`src/logic/sigu_pkg.sv`:
```
// Package with register map, field positions and reset values for the unit
package sigu_pkg;
  localparam logic [7:0] SIGU_ADDR_IRQ_MODE = 8'h28;
  localparam logic [7:0] SIGU_ADDR_IRQ_MASK = 8'h29;
  localparam logic [7:0] SIGU_ADDR_IRQ_FLAGS = 8'h2a;
  localparam logic [7:0] SIGU_ADDR_CLIP_FLAGS = 8'h2b;
  localparam logic [7:0] SIGU_ADDR_PIN_DIR = 8'h2c;
  localparam logic [7:0] SIGU_ADDR_PIN_POL = 8'h2d;
  localparam logic [7:0] SIGU_ADDR_PIN_EDGE = 8'h2e;
  localparam logic [7:0] SIGU_ADDR_PIN_STATE = 8'h2f;
  localparam logic [7:0] SIGU_ADDR_PIN_MASK = 8'h30;
  // Main status bit positions
  localparam int SIGU_BIT_UNLOCK = 7;
  localparam int SIGU_BIT_LOCK = 6;
  localparam int SIGU_BIT_RISE = 5;
  localparam int SIGU_BIT_FALL = 4;
  localparam int SIGU_BIT_MUTE = 3;
  localparam int SIGU_BIT_CLIP = 2;
  localparam int SIGU_BIT_PIN = 1;
  // Mode register fields and pin mask width
  localparam int SIGU_MODE_LSB = 6;
  localparam int SIGU_CLIP_TYPE_BIT = 0;
  localparam int SIGU_PIN_MASK_W = 4;
  // Reset values
  localparam logic [7:0] SIGU_RST_ZERO = 8'h00;
  localparam logic [7:0] SIGU_RST_POL = 8'h7f;
  typedef enum logic [1:0] {
    SIGU_DRV_HIGH = 2'b00,
    SIGU_DRV_LOW = 2'b01,
    SIGU_DRV_OD_LOW = 2'b10,
    SIGU_DRV_RSVD = 2'b11
  } sigu_drive_t;
endpackage

```
`src/logic/sigu_status_gpio.sv`:
```
// Status flags, channel clip flags and general-purpose pins of the unit
`timescale 1ns/1ns
module sigu_status_gpio
  import sigu_pkg::*;
#(
  parameter int NUM_CH = 6,
  parameter int NUM_PINS = 7
) (
  input wire logic clk_i,
  input wire logic rst_n_i,
  input wire logic [7:0] reg_addr_i,
  input wire logic reg_wr_i,
  input wire logic [7:0] reg_wdata_i,
  input wire logic reg_rd_i,
  output logic [7:0] reg_rdata_o,
  input wire logic audio_input_error_i,
  input wire logic audio_frame_clock_lost_i,
  input wire logic audio_master_clock_lost_i,
  input wire logic clock_ratio_change_i,
  input wire logic rate_converter_locked_i,
  input wire logic ramp_rise_done_i,
  input wire logic ramp_fall_done_i,
  input wire logic mute_done_i,
  input wire logic [NUM_CH-1:0] channel_clip_i,
  input wire logic [NUM_PINS-1:0] pin_in_i,
  output logic [NUM_PINS-1:0] pin_out_o,
  output logic [NUM_PINS-1:0] pin_oe_o,
  output logic irq_out_o,
  output logic irq_oe_o
);

  if (NUM_CH < 1 || NUM_CH > 8 || NUM_PINS < SIGU_PIN_MASK_W ||
      NUM_PINS > 8) begin : g_bad_param
    $error("sigu_status_gpio: channel or pin count out of range");
  end

  // Sticky flag update; the event wins over a same-cycle clear
  function automatic logic [7:0] sticky(input logic [7:0] q,
                                        input logic [7:0] set,
                                        input logic [7:0] clr);
    sticky = set | (q & ~clr);
  endfunction

  logic [7:0] mode_q;
  logic [7:0] irq_mask_q;
  logic [7:0] flags_q;
  logic [NUM_CH-1:0] clip_q;
  logic [NUM_PINS-1:0] dir_q;
  logic [NUM_PINS-1:0] pol_q;
  logic [NUM_PINS-1:0] edge_q;
  logic [NUM_PINS-1:0] out_val_q;
  logic [NUM_PINS-1:0] edge_state_q;
  logic [SIGU_PIN_MASK_W-1:0] pin_mask_q;
  logic [NUM_PINS-1:0] sync1_q;
  logic [NUM_PINS-1:0] sync2_q;
  logic [NUM_PINS-1:0] active_prev_q;
  logic [7:0] rdata_q;
  logic irq_out_q;
  logic irq_oe_q;

  logic rd_flags;
  logic rd_clip;
  logic rd_pins;
  logic wr_mode;
  logic wr_mask;
  logic wr_dir;
  logic wr_pol;
  logic wr_edge;
  logic wr_state;
  logic wr_pmask;
  logic clip_edge_mode;
  logic unlock_evt;
  logic lock_evt;
  logic lock_prev_q;
  logic clip_summary;
  logic pin_summary;
  logic irq_active;
  logic [NUM_PINS-1:0] pin_active;
  logic [NUM_PINS-1:0] pin_state;
  logic [7:0] flags_view;
  logic [7:0] rd_mux;
  sigu_drive_t drive_mode;

  assign rd_flags = reg_rd_i && reg_addr_i == SIGU_ADDR_IRQ_FLAGS;
  assign rd_clip = reg_rd_i && reg_addr_i == SIGU_ADDR_CLIP_FLAGS;
  assign rd_pins = reg_rd_i && reg_addr_i == SIGU_ADDR_PIN_STATE;
  assign wr_mode = reg_wr_i && reg_addr_i == SIGU_ADDR_IRQ_MODE;
  assign wr_mask = reg_wr_i && reg_addr_i == SIGU_ADDR_IRQ_MASK;
  assign wr_dir = reg_wr_i && reg_addr_i == SIGU_ADDR_PIN_DIR;
  assign wr_pol = reg_wr_i && reg_addr_i == SIGU_ADDR_PIN_POL;
  assign wr_edge = reg_wr_i && reg_addr_i == SIGU_ADDR_PIN_EDGE;
  assign wr_state = reg_wr_i && reg_addr_i == SIGU_ADDR_PIN_STATE;
  assign wr_pmask = reg_wr_i && reg_addr_i == SIGU_ADDR_PIN_MASK;

  assign clip_edge_mode = mode_q[SIGU_CLIP_TYPE_BIT];
  assign drive_mode = sigu_drive_t'(mode_q[SIGU_MODE_LSB +: 2]);

  always_ff @(posedge clk_i or negedge rst_n_i) begin
    if (!rst_n_i) begin
      mode_q <= SIGU_RST_ZERO;
      irq_mask_q <= SIGU_RST_ZERO;
    end else begin
      if (wr_mode) begin
        mode_q <= reg_wdata_i;
      end
      if (wr_mask) begin
        irq_mask_q <= reg_wdata_i;
      end
    end
  end

  // clock faults count as lock loss
  assign unlock_evt = audio_input_error_i | audio_frame_clock_lost_i |
                      audio_master_clock_lost_i | clock_ratio_change_i |
                      (lock_prev_q & ~rate_converter_locked_i);
  assign lock_evt = rate_converter_locked_i & ~lock_prev_q;

  always_ff @(posedge clk_i or negedge rst_n_i) begin
    if (!rst_n_i) begin
      lock_prev_q <= 1'b0;
    end else begin
      lock_prev_q <= rate_converter_locked_i;
    end
  end

  always_ff @(posedge clk_i or negedge rst_n_i) begin
    if (!rst_n_i) begin
      flags_q <= SIGU_RST_ZERO;
    end else begin
      flags_q <= sticky(flags_q,
                        {unlock_evt, lock_evt & ~unlock_evt,
                         ramp_rise_done_i, ramp_fall_done_i, mute_done_i,
                         3'b000},
                        {lock_evt | rd_flags, unlock_evt | rd_flags,
                         {3{rd_flags}}, 3'b111});
    end
  end

  always_ff @(posedge clk_i or negedge rst_n_i) begin
    if (!rst_n_i) begin
      clip_q <= '0;
    end else if (rd_clip) begin
      // both modes alike: idle channels clear, still-clipping channels stay set
      clip_q <= channel_clip_i |
                (clip_edge_mode ? '0 : (clip_q & channel_clip_i));
    end else begin
      clip_q <= clip_q | channel_clip_i;
    end
  end

  assign clip_summary = |clip_q;

  // Pins arrive from outside; two stages before any use
  always_ff @(posedge clk_i or negedge rst_n_i) begin
    if (!rst_n_i) begin
      sync1_q <= '0;
      sync2_q <= '0;
    end else begin
      sync1_q <= pin_in_i;
      sync2_q <= sync1_q;
    end
  end

  always_ff @(posedge clk_i or negedge rst_n_i) begin
    if (!rst_n_i) begin
      dir_q <= SIGU_RST_ZERO[NUM_PINS-1:0];
      pol_q <= SIGU_RST_POL[NUM_PINS-1:0];
      edge_q <= SIGU_RST_ZERO[NUM_PINS-1:0];
      pin_mask_q <= SIGU_RST_ZERO[SIGU_PIN_MASK_W-1:0];
    end else begin
      if (wr_dir) begin
        dir_q <= reg_wdata_i[NUM_PINS-1:0];
      end
      if (wr_pol) begin
        pol_q <= reg_wdata_i[NUM_PINS-1:0];
      end
      if (wr_edge) begin
        edge_q <= reg_wdata_i[NUM_PINS-1:0];
      end
      if (wr_pmask) begin
        pin_mask_q <= reg_wdata_i[SIGU_PIN_MASK_W-1:0];
      end
    end
  end

  assign pin_active = ~dir_q & ~(sync2_q ^ pol_q);

  always_ff @(posedge clk_i or negedge rst_n_i) begin
    if (!rst_n_i) begin
      active_prev_q <= '0;
    end else begin
      active_prev_q <= pin_active;
    end
  end

  always_ff @(posedge clk_i or negedge rst_n_i) begin
    if (!rst_n_i) begin
      edge_state_q <= '0;
    end else begin
      edge_state_q <= (pin_active & ~active_prev_q) |
                      (edge_state_q & {NUM_PINS{~rd_pins}});
    end
  end

  // output level written through pin state
  always_ff @(posedge clk_i or negedge rst_n_i) begin
    if (!rst_n_i) begin
      out_val_q <= '0;
    end else if (wr_state) begin
      out_val_q <= reg_wdata_i[NUM_PINS-1:0];
    end
  end

  assign pin_state = (dir_q & out_val_q) | (~dir_q &
                     ((edge_q & edge_state_q) | (~edge_q & pin_active)));

  always_ff @(posedge clk_i or negedge rst_n_i) begin
    if (!rst_n_i) begin
      pin_out_o <= '0;
      pin_oe_o <= '0;
    end else begin
      pin_out_o <= out_val_q & ~pol_q;
      pin_oe_o <= dir_q & (~pol_q | ~out_val_q);
    end
  end

  // only masked-in lower pins reach the summary
  assign pin_summary = |(pin_state[SIGU_PIN_MASK_W-1:0] & pin_mask_q &
                         ~dir_q[SIGU_PIN_MASK_W-1:0]);

  always_comb begin
    flags_view = flags_q;
    flags_view[SIGU_BIT_CLIP] = clip_summary;
    flags_view[SIGU_BIT_PIN] = pin_summary;
  end

  // aligned main mask; pin summary has its own mask
  assign irq_active = |(flags_view & (irq_mask_q |
                        (8'h01 << SIGU_BIT_PIN)) & 8'hfe);

  always_ff @(posedge clk_i or negedge rst_n_i) begin
    if (!rst_n_i) begin
      irq_out_q <= 1'b0;
      irq_oe_q <= 1'b0;
    end else begin
      case (drive_mode)
        SIGU_DRV_HIGH: begin
          irq_out_q <= irq_active;
          irq_oe_q <= 1'b1;
        end
        SIGU_DRV_LOW: begin
          irq_out_q <= ~irq_active;
          irq_oe_q <= 1'b1;
        end
        SIGU_DRV_OD_LOW: begin
          irq_out_q <= 1'b0;
          irq_oe_q <= irq_active;
        end
        default: begin
          irq_out_q <= 1'b0;
          irq_oe_q <= 1'b0;
        end
      endcase
    end
  end

  assign irq_out_o = irq_out_q;
  assign irq_oe_o = irq_oe_q;

  always_comb begin
    case (reg_addr_i)
      SIGU_ADDR_IRQ_MODE: rd_mux = mode_q & 8'hc1;
      SIGU_ADDR_IRQ_MASK: rd_mux = irq_mask_q;
      SIGU_ADDR_IRQ_FLAGS: rd_mux = flags_view;
      SIGU_ADDR_CLIP_FLAGS: rd_mux = 8'(clip_q);
      SIGU_ADDR_PIN_DIR: rd_mux = 8'(dir_q);
      SIGU_ADDR_PIN_POL: rd_mux = 8'(pol_q);
      SIGU_ADDR_PIN_EDGE: rd_mux = 8'(edge_q);
      SIGU_ADDR_PIN_STATE: rd_mux = 8'(pin_state);
      SIGU_ADDR_PIN_MASK: rd_mux = {4'h0, pin_mask_q};
      default: rd_mux = SIGU_RST_ZERO;
    endcase
  end

  // Read data captured at the same edge that performs read-clear
  always_ff @(posedge clk_i or negedge rst_n_i) begin
    if (!rst_n_i) begin
      rdata_q <= SIGU_RST_ZERO;
    end else if (reg_rd_i) begin
      rdata_q <= rd_mux;
    end
  end

  assign reg_rdata_o = rdata_q;

  property p_unlock_set;
    @(posedge clk_i) disable iff (!rst_n_i)
    audio_frame_clock_lost_i |=> flags_q[SIGU_BIT_UNLOCK];
  endproperty
  a_unlock_set: assert property (p_unlock_set)
    else $error("unlock flag not set by frame clock loss");

  property p_lock_clears_unlock;
    @(posedge clk_i) disable iff (!rst_n_i)
    (lock_evt && !unlock_evt) |=> !flags_q[SIGU_BIT_UNLOCK];
  endproperty
  a_lock_clears_unlock: assert property (p_lock_clears_unlock)
    else $error("lock event left unlock flag set");

  property p_unlock_clears_lock;
    @(posedge clk_i) disable iff (!rst_n_i)
    unlock_evt |=> !flags_q[SIGU_BIT_LOCK];
  endproperty
  a_unlock_clears_lock: assert property (p_unlock_clears_lock)
    else $error("unlock event left lock flag set");

  property p_read_clears;
    @(posedge clk_i) disable iff (!rst_n_i)
    (rd_flags && !ramp_rise_done_i) |=> !flags_q[SIGU_BIT_RISE];
  endproperty
  a_read_clears: assert property (p_read_clears)
    else $error("ramp flag survived status read");

  property p_set_wins;
    @(posedge clk_i) disable iff (!rst_n_i)
    (rd_flags && mute_done_i) |=> flags_q[SIGU_BIT_MUTE];
  endproperty
  a_set_wins: assert property (p_set_wins)
    else $error("mute event lost against read clear");

  property p_clip_sum;
    @(posedge clk_i) disable iff (!rst_n_i)
    channel_clip_i[0] |=> flags_view[SIGU_BIT_CLIP] ##1
      (flags_view[SIGU_BIT_CLIP] || $past(rd_clip));
  endproperty
  a_clip_sum: assert property (p_clip_sum)
    else $error("clip summary did not follow channel bit");

  property p_clip_level_keep;
    @(posedge clk_i) disable iff (!rst_n_i)
    (rd_clip && !clip_edge_mode && clip_q[0] && channel_clip_i[0])
      |=> clip_q[0];
  endproperty
  a_clip_level_keep: assert property (p_clip_level_keep)
    else $error("level clip bit cleared while active");

  property p_clip_edge_clear;
    @(posedge clk_i) disable iff (!rst_n_i)
    (rd_clip && clip_edge_mode) |=> clip_q == $past(channel_clip_i);
  endproperty
  a_clip_edge_clear: assert property (p_clip_edge_clear)
    else $error("edge clip bit not cleared by read");

  property p_main_read_keeps_pins;
    @(posedge clk_i) disable iff (!rst_n_i)
    (rd_flags && !rd_pins) |=> (edge_state_q & $past(edge_state_q)) ==
      $past(edge_state_q);
  endproperty
  a_main_read_keeps_pins: assert property (p_main_read_keeps_pins)
    else $error("main status read disturbed pin state");

  property p_push_pull;
    @(posedge clk_i) disable iff (!rst_n_i)
    |(dir_q & ~pol_q) |=> ((~pin_oe_o | (pin_out_o ^ $past(out_val_q))) &
      $past(dir_q) & ~$past(pol_q)) == '0;
  endproperty
  a_push_pull: assert property (p_push_pull)
    else $error("push-pull pin not driven with its value");

  property p_irq_high_mode;
    @(posedge clk_i) disable iff (!rst_n_i)
    (drive_mode == SIGU_DRV_HIGH && irq_active) |=> irq_out_o && irq_oe_o;
  endproperty
  a_irq_high_mode: assert property (p_irq_high_mode)
    else $error("interrupt pin not asserted high");

  property p_irq_od_mode;
    @(posedge clk_i) disable iff (!rst_n_i)
    (drive_mode == SIGU_DRV_OD_LOW) |=> !irq_out_o &&
      irq_oe_o == $past(irq_active);
  endproperty
  a_irq_od_mode: assert property (p_irq_od_mode)
    else $error("open-drain interrupt drive wrong");

endmodule // sigu_status_gpio

```
`config.mk`:
```
export PLATFORM = sky130hd
export DESIGN_NAME = sigu_status_gpio
export DESIGN_NICKNAME = d
export VERILOG_FILES = /design/src/logic/sigu_pkg.sv /design/src/logic/sigu_status_gpio.sv
export SDC_FILE = /design/constraint.sdc
export NUM_CORES = 1
export LEC_CHECK = 0
export CAP_MARGIN = 20
export CORE_UTILIZATION = 59
export CTS_BUF_LIST = sky130_fd_sc_hd__clkbuf_8
export CTS_CLUSTER_DIAMETER = 200
export DETAILED_ROUTE_END_ITERATION = 8
export DONT_BUFFER_PORTS = 1
export PLACE_DENSITY = 0.76
export REMOVE_ABC_BUFFERS = 1
export SYNTH_ARGS = -nofsm -noshare
export SYNTH_HDL_FRONTEND = slang
export SYNTH_SLANG_ARGS = --single-unit
```
`constraint.sdc`:
```
create_clock -name clk_i -period 1.9 [get_ports clk_i]
set_input_delay 0.19 -clock clk_i [delete_from_list [all_inputs] [get_ports clk_i]]
set_output_delay 0.19 -clock clk_i [all_outputs]
set_load 0.02 [all_outputs]
```
# Word level (Yosys, flattened, before mapping)
# Cells that the tools add are included.
op_classes:
  n_eq_ne: 11
  n_mux: 5
  bitwise: 44
  reduce_logical: 15
op_table:
  columns: ["cell", "n"]
  rows:
  - ["$eq 8x6->1 const B", 9]
  - ["$pmux 8 s9", 1]
  - ["$and 7x7->7", 9]
  - ["$not 7->7", 6]
  - ["$or 7x7->7", 4]
  - ["$and 8x8->8", 2]
  - ["$mux 6", 2]
  - ["$or 6x6->6", 2]
  - ["$logic_and 1x1->1", 10]
  - ["$and 4x4->4", 2]
  - ["$not 8->8", 1]
  - ["$or 8x8->8", 1]
  - ["$reduce_or 7->1", 1]
  - ["$xor 7x7->7", 1]
  - ["$and 6x6->6", 1]
  - ["$or 1x1->1", 6]
  - ["$reduce_or 6->1", 1]
  - ["$not 1->1", 5]
  - ["$not 4->4", 1]
  - ["$pmux 1 s2", 2]
  - ["$reduce_or 4->1", 1]
  - ["$and 1x1->1", 3]
  - ["$eq 2x1->1 const B", 1]
  - ["$eq 2x2->1 const B", 1]
  - ["2 further kinds", 2]
totals:
  reg_bits: 115
  out_inout_bits: 24
  word_cells: 94

# Logic depth before layout (Yosys ltp)
# Gate-level depths: netlist of the first run.
logic_depth:
  word_depth: 14
  depth_mapped: 7
  mapped_depth_nobuf: 5

# Worst setup path after synthesis of the first run
# No wires, ideal clock.
synth_timing:
  path_kind: "reg2reg"
  startpoint: "register pol_q[3]"
  endpoint: "register irq_out_q, in the netlist irq_out_o"
  arrival_time_ns: 1.729
  required_time_ns: 1.775
  setup_slack_ns: 0.046
  path_stages_with_launch: 6
  period_less_slack_ns: 1.854
  cell_sequence: "dfstp_2 > xor2_1 > o31ai_1 > a221o_1 > nor3b_2 > mux2_2"
synth_via:
  elab_chain_len: 14
synth_lines:
  columns: ["item", "line", "source"]
  rows:
  - ["start, declared", "sigu_status_gpio.sv:49", "logic [NUM_PINS-1:0] pol_q;"]
  - ["start signal, assigned", "sigu_status_gpio.sv:167", "pol_q <= SIGU_RST_POL[NUM_PINS-1:0];"]
  - ["start signal, assigned", "sigu_status_gpio.sv:175", "pol_q <= reg_wdata_i[NUM_PINS-1:0];"]
  - ["$xor 7x7->7 *", "sigu_status_gpio.sv:186", "assign pin_active = ~dir_q & ~(sync2_q ^ pol_q);"]
  - ["$not 7->7 *", "sigu_status_gpio.sv:186", null]
  - ["$and 7x7->7 *", "sigu_status_gpio.sv:186", null]
  - ["$and 7x7->7 *", "sigu_status_gpio.sv:215", "((edge_q & edge_state_q) | (~edge_q & pin_active)));"]
  - ["$or 7x7->7 *", "sigu_status_gpio.sv:215", null]
  - ["$and 7x7->7 *", "sigu_status_gpio.sv:214", "assign pin_state = (dir_q & out_val_q) | (~dir_q &"]
  - ["$or 7x7->7 *", "sigu_status_gpio.sv:214", null]
  - ["$and 4x4->4 * (2 in a row)", "sigu_status_gpio.sv:228", "assign pin_summary = |(pin_state[SIGU_PIN_MASK_W-1:0] & pin_mask_q &"]
  - ["$reduce_or 4->1 *", "sigu_status_gpio.sv:228", null]
  - ["$and 8x8->8 *", "sigu_status_gpio.sv:238", "assign irq_active = |(flags_view & (irq_mask_q |"]
  - ["$reduce_or 7->1 *", "sigu_status_gpio.sv:238", null]
  - ["$not 1->1", "sigu_status_gpio.sv:252", "irq_out_q <= ~irq_active;"]
  - ["$pmux 1 s2 *", "sigu_status_gpio.sv:246", "case (drive_mode)"]
  - ["end signal, assigned", "sigu_status_gpio.sv:248", "irq_out_q <= irq_active;"]
  - ["end signal, assigned", "sigu_status_gpio.sv:252", null]
  - ["end, declared", "sigu_status_gpio.sv:58", "logic irq_out_q;"]
# Every way passes the cells marked *; elsewhere a longest branch is shown, timed or not.
# A chain may end at the register's enable or synchronous reset.

# Worst setup path in the final report of the first run
# Ends and elaborated chain as after synthesis.

==> summary.txt, run 1 <==
Timing
  • # setup viols final: 0
  • Setup TNS: 0 ns
  • Final period util: 97.8%
  • Crit path time final: 1.86 ns
  • Endpoints failing hold: 107
  • Final setup skew: 0.00948 ns
  • Relative slew margins: 65.8%
  • Max Slew Vio Count: 0
  • Tightest Pin Transition: 0.511 ns
  • Max Freq: 0.538 GHz
  • Hold_ws: -0.500 ns

Clock tree
  • Number of H-tree levels: 3
  • Root Buffer: clkbuf_8
  • # clock sinks: 107
  • Hold-fix buffers, CTS: 28
  • Cts bufs inserted: 9
  • CTS max path bufs: 2
  • Reg clk slew, reported paths: 0.10 ns
  • Clock latency on the worst-skew pair: 0.38 ns
  • CTS tree: yes

Synthesis
  • Sequential-to-total area share from yosys stat: 58.5%
  • Count of flip-flops with a built-in enable after synthesis: 0
  • Synth top area cells: dfrtp_1, mux2_2, dfstp_2, nand2_1, nor2b_1
  • Mapped Area: 0.00459 sq mm
  • Yosys cell types: 57
  • Mean Syn Cell Area: 12.5 sq um
  • Main synth FF type: dfrtp_1
  • Post-synth top area share: 54.5%
  • Syn Inst Count: 367
  • Async SR Flop Fraction: 100%
  • Yosys warnings: 0
  • Yosys reg bits: 107
  • Synth area leader: dfrtp_1

Power and ir drop
  • Maximum VDD drop: 0.506 mV
  • Pleak: 2.43 nW
  • PwrDens: 769 mW/mm^2

Place
  • RePlAce Congestion: 0.907
  • Inst Count DP: 478
  • Count of input and output buffers: 0
  • Post-DP HPWL: 7120 um

Global route
  • M2 GR Usage: 43.9%
  • GRT overflow: 0
  • GR Util met3: 6.85%
  • Gr busiest metal: met2
  • Antenna violations before repair: 0
  • Global-route wire length before repair: 17,000 um
  • Met1 usage: 38.0%
  • GRT Overall Usage: 28.1%
  • Largest net degree at the start of global routing: 108
  • Vias in the first global route: 3,284

Hold path
  • Hold Path Class: input port to async pin

Die
  • Die area: 0.00814 sq mm
  • Core ar.: 0.00737 sq mm
  • Die height: 90.2 um
  • Initial Util: 62.3%
  • Rows: 31
  • Top Ports: 65
  • Die outline width: 90.2 um

Worst setup path
  • Crit-path max FO: 2
  • CP Launch Type: register
  • CP startpoint: pol_q[3]
  • Crit Path Class: register to register
  • Crit. End Element: register
  • R2R cell count: 5
  • R2r setup slk: 0.04 ns
  • CP required: 2.17 ns
  • CP endpoint: irq_out_o
  • Crit path DAT: 2.12 ns
  • Worst R2R End: irq_out_o
  • Critical R2R Launch: pol_q[3]

Cells and area
  • Nets: 461
  • Layout cell share with drive strength beyond 1: 25.9%
  • Area Growth Syn to Fin: 16.3%
  • Fillers: 542
  • Non-filler cells, final: 523
  • Number of diodes: 0

Detailed routing
  • Router iterations before antenna repair: 4
  • Antenna-violating nets left: 0
  • Vias per cell: 6.15
  • First-iteration detailed-routing DRC count: 230
  • WL/cell: 20.6 um
  • Routed wire length: 10,800 um
  • Routed vias: 3,214
  • Drt drc: 0

Run status
  • Failing checks: negative hold slack
  • Status: finished with violations

Flow run
  • Max Cap Viol: 0
[worst max-delay path, stage by stage (launching register included)]
cell and delay, ns:
dfstp_2 0.57, xor2_2 0.16, o31ai_2 0.09, a221o_1 0.37, nor3b_2 0.25, mux2_4 0.32
[state kept, by name (all words and copies together), names as in the netlist, 7 cells and up]
name,count
edge_q,7
sync2_q,7
edge_state_q,7
reg_rdata_o,8
dir_q,7
pin_out_o,7
out_val_q,7
sync1_q,7
active_prev_q,7
pol_q,7
irq_mask_q,8
pin_oe_o,7
[final cells by class]
| class | instances | area, sq um | area share (%) |
|---|---|---|---|
| clock inverters | 6 | 56.3 | 1.05 |
| clock buffers | 9 | 124 | 2.32 |
| inverters | 11 | 41.3 | 0.773 |
| well taps | 99 | 124 | 2.32 |
| repair buffers | 53 | 468 | 8.76 |
| multi-input cells | 238 | 1840 | 34.5 |
| flip-flops and latches | 107 | 2690 | 50.3 |
[repair_timing]
action | in CTS | in global routing
resized for setup | 1 | 3
buffers inserted | 0 | 2
endpoints found under the hold margin | 176 | 107
pin swaps | 0 | 3
endpoints found under the setup margin | 1 | 1
[per-stage QoR]
stage | area [sq um] | setup WS, ns | total power [mW] | util, % | hold WS (ns)
global route | 5340 | -0.0114 | 4.27 | 72.4 | -0.538
CTS | 5310 | 0.00438 | 4.12 | 72.0 | -0.526
global placement | 4840 | 0.0457 | 2.74 | 65.7 | -0.103
floorplan | 4540 | 0.0461 | 2.67 | - | -0.106
finish | 5340 | 0.0425 | 4.11 | 72.4 | -0.500
detailed placement | 4840 | -0.00480 | 2.75 | 65.7 | -0.103
[cell usage after synthesis, types with 7 or more instances]
library cell and n:
dfrtp_1 100, mux2_2 49, nand2_1 25, o21ai_0 15, nor2b_1 13, inv_1 11
nor2_1 11, a21o_1 10, a22oi_1 10, nand2b_1 8, a21boi_0 7, a21oi_1 7
dfstp_2 7, o31ai_1 7
[layout by cell type (no fill, tap or decap), types with 7 or more instances in the layout]
| cell type | Yosys | routed |
|---|---|---|
| buf_4 | 1 | 25 |
| dlygate4sd3_1 | 0 | 28 |
| mux2_2 | 49 | 48 |
| a22oi_1 | 10 | 10 |
| a21oi_1 | 7 | 7 |
| nand2b_1 | 8 | 8 |
| o21ai_0 | 15 | 15 |
| a21o_1 | 10 | 10 |
| a21boi_0 | 7 | 7 |
| dfrtp_1 | 100 | 100 |
| clkbuf_8 | 0 | 9 |
| dfstp_2 | 7 | 7 |
| nand2_1 | 25 | 25 |
| nor2b_1 | 13 | 13 |
| nor2_1 | 11 | 11 |
| inv_1 | 11 | 11 |
[logic make-up after synthesis]
family          count (synthesis)  share of synthesized area [%]
flops                         107                           58.5
buf+inv                        22                           1.94
compound gates                 80                           12.1
xor+xnor                        7                           1.34
simple gates                   95                           12.3
mux                            56                           13.8
[layer usage]
metal  up-vias  wire length, um
met3        21              680
met2       128             5220
met4         0              321
met1      1623             4560
met5         -                0
li1       1442                -
[power breakdown]
group / internal, mW / switching [mW]
registers: 2.38 / 0.0962
clock network: 0.500 / 0.822
logic: 0.179 / 0.130
[worst min path at each step]
stage               cells past startpoint  slack, ns          endpoint
floorplan                               0      -0.11  active_prev_q[0]
global placement                        0      -0.10      pin_out_o[2]
detailed placement                      0      -0.10      pin_out_o[2]
CTS                                     0      -0.53      out_val_q[6]
global route                            0      -0.54      pin_out_o[6]
finish                                  0      -0.50      pin_out_o[2]
Note: power is estimated with default switching activity, not from simulation.
==> run 2: changes to the inputs <==
--- a/config.mk
+++ b/config.mk
@@ -13,6 +13,7 @@
 export DONT_BUFFER_PORTS = 1
 export PLACE_DENSITY = 0.76
 export REMOVE_ABC_BUFFERS = 1
+export SETUP_SLACK_MARGIN = 0.4
 export SYNTH_ARGS = -nofsm -noshare
 export SYNTH_HDL_FRONTEND = slang
 export SYNTH_SLANG_ARGS = --single-unit
==> run 2 against run 1 <==
The flow still finishes with violations (negative hold slack). Sequential share of layout area fell by 0.86 points. Via count rose by 1.3%. Largest power group unchanged. Final cell count rose by 1.1%. Highest routed layer unchanged. First-iteration DRC count rose by 8.3%. Combinational power rose by 6.8%. Fmax rose by 0.83%. Worst setup slack improved by 0.015 ns. Core utilization rose by 1.3 points. Non-clock buffer count rose by 6. Clock skew fell by 0.00060 ns. Power rose by 0.47%.
==> summary.txt, run 2 (synthesis results as in run 1) <==
Clock tree
  • CTS tree: yes
  • Number of H-tree levels: 3
  • Root Buffer: clkbuf_8
  • Clock latency on the worst-skew pair: 0.38 ns
  • Reg clk slew, reported paths: 0.10 ns
  • # clock sinks: 107
  • Cts bufs inserted: 9
  • CTS max path bufs: 2
  • Hold-fix buffers, CTS: 28

Place
  • Count of input and output buffers: 0
  • Post-DP HPWL: 7120 um
  • RePlAce Congestion: 0.907
  • DP Area: 0.00484 sq mm

Power and ir drop
  • PwrDens: 759 mW/mm^2
  • Pleak: 2.47 nW
  • Maximum VDD drop: 0.505 mV

Die
  • Die height: 90.2 um
  • Die outline width: 90.2 um
  • Rows: 31
  • Initial Util: 62.3%
  • Core ar.: 0.00737 sq mm
  • Top Ports: 65
  • Die area: 0.00814 sq mm

Detailed routing
  • WL/cell: 20.6 um
  • Router iterations before antenna repair: 5
  • Routed vias: 3,257
  • Routed wire length: 10,900 um
  • Drt drc: 0
  • Antenna-violating nets left: 0
  • First-iteration detailed-routing DRC count: 249
  • Vias per cell: 6.16

Global route
  • Antenna violations before repair: 0
  • Vias in the first global route: 3,293
  • GRT overflow: 0
  • GRT Overall Usage: 28.2%
  • Largest net degree at the start of global routing: 108
  • Global-route wire length before repair: 17,100 um

Timing
  • Final setup skew: 0.00888 ns
  • Max Freq: 0.543 GHz
  • Max Slew Vio Count: 0
  • Relative slew margins: 67.1%
  • RSZ-0062 raised after global routing: true
  • # setup viols final: 0
  • Hold_ws: -0.503 ns
  • Crit path time final: 1.84 ns
  • Tightest Pin Transition: 0.492 ns
  • Final period util: 97.0%
  • Endpoints failing hold: 107

Worst setup path
  • Crit. End Element: register
  • Crit Path Class: register to register
  • Crit path DAT: 2.11 ns
  • Crit-path max FO: 2
  • CP Launch Type: register
  • CP required: 2.17 ns

Hold path
  • Hold Path Class: input port to async pin

Cells and area
  • Fin util: 73.8%
  • Cell area after layout: 0.00544 sq mm
  • Area Growth Syn to Fin: 18.4%
  • Most frequent cells in the layout: dfrtp_1, mux2_2, buf_4, dlygate4sd3_1, nand2_1
  • Nets: 467
  • Most common cell after layout, fill and taps aside: dfrtp_1
  • Number of diodes: 0
  • Fillers: 530
  • Layout cell share with drive strength beyond 1: 29.3%

Run status
  • Status: finished with violations
  • Failing checks: negative hold slack

Flow run
  • Max Cap Viol: 0
[run 2: final timing paths]
check	start	slack [ns]	to	cells past startpoint
max	pol_q[3]	0.06	irq_out_o	5
min	rst_n_i	-0.50	pin_out_o[2]	0
max reg2reg	pol_q[3]	0.06	irq_out_o	5
min reg2reg	sync1_q[5]	0.36	sync2_q[5]	0
max in group asynchronous	rst_n_i	2.16	pol_q[5]	0
min in group clk_i	reg_rd_i	0.02	reg_rdata_o[1]	2
[run 2: cell type report]
cell class / count / area [sq um] / area share, %
clock buffers: 9 / 124 / 2.28
clock inverters: 6 / 56.3 / 1.04
repair buffers: 59 / 513 / 9.44
multi-input cells: 238 / 1890 / 34.8
well taps: 99 / 124 / 2.28
inverters: 11 / 41.3 / 0.759
flip-flops and latches: 107 / 2690 / 49.5
[run 2: per-layer routing]
layer	global-route usage (%)	wire [um]
met1	38.3	4610
met2	43.9	5240
met3	7.19	747
met4	11.0	308
met5	0	0
[run 2: what timing repair did]
action                                 CTS  global route
resized for setup                       10             9
buffers inserted                         3             5
setup endpoints to repair                5             9
pin swaps                                5             4
endpoints found under the hold margin  176           107
[run 2: worst max-delay path, cell delays in order (launching register included)]
cell and delay, ns:
dfstp_2 0.57, xor2_2 0.17, o31ai_2 0.09, a221o_1 0.36
nor3b_2 0.23, mux2_4 0.32
[run 2: power breakdown]
group	total [mW]	leakage, nW	internal (mW)	switching [mW]
Combinational	0.331	1.07	0.193	0.138
Sequential	2.48	1.31	2.38	0.0969
Clock	1.32	0.0901	0.500	0.819
[run 2: stage by stage]
step	power [mW]	TNS, ns	setup WS, ns	instances
finish	4.13	0	0.0577	529
global route	4.28	0	0.00351	529
CTS	4.14	0	0.0507	524
detailed placement	2.75	-0.00480	-0.00480	478
global placement	2.74	0	0.0457	478
floorplan	2.67	0	0.0461	356
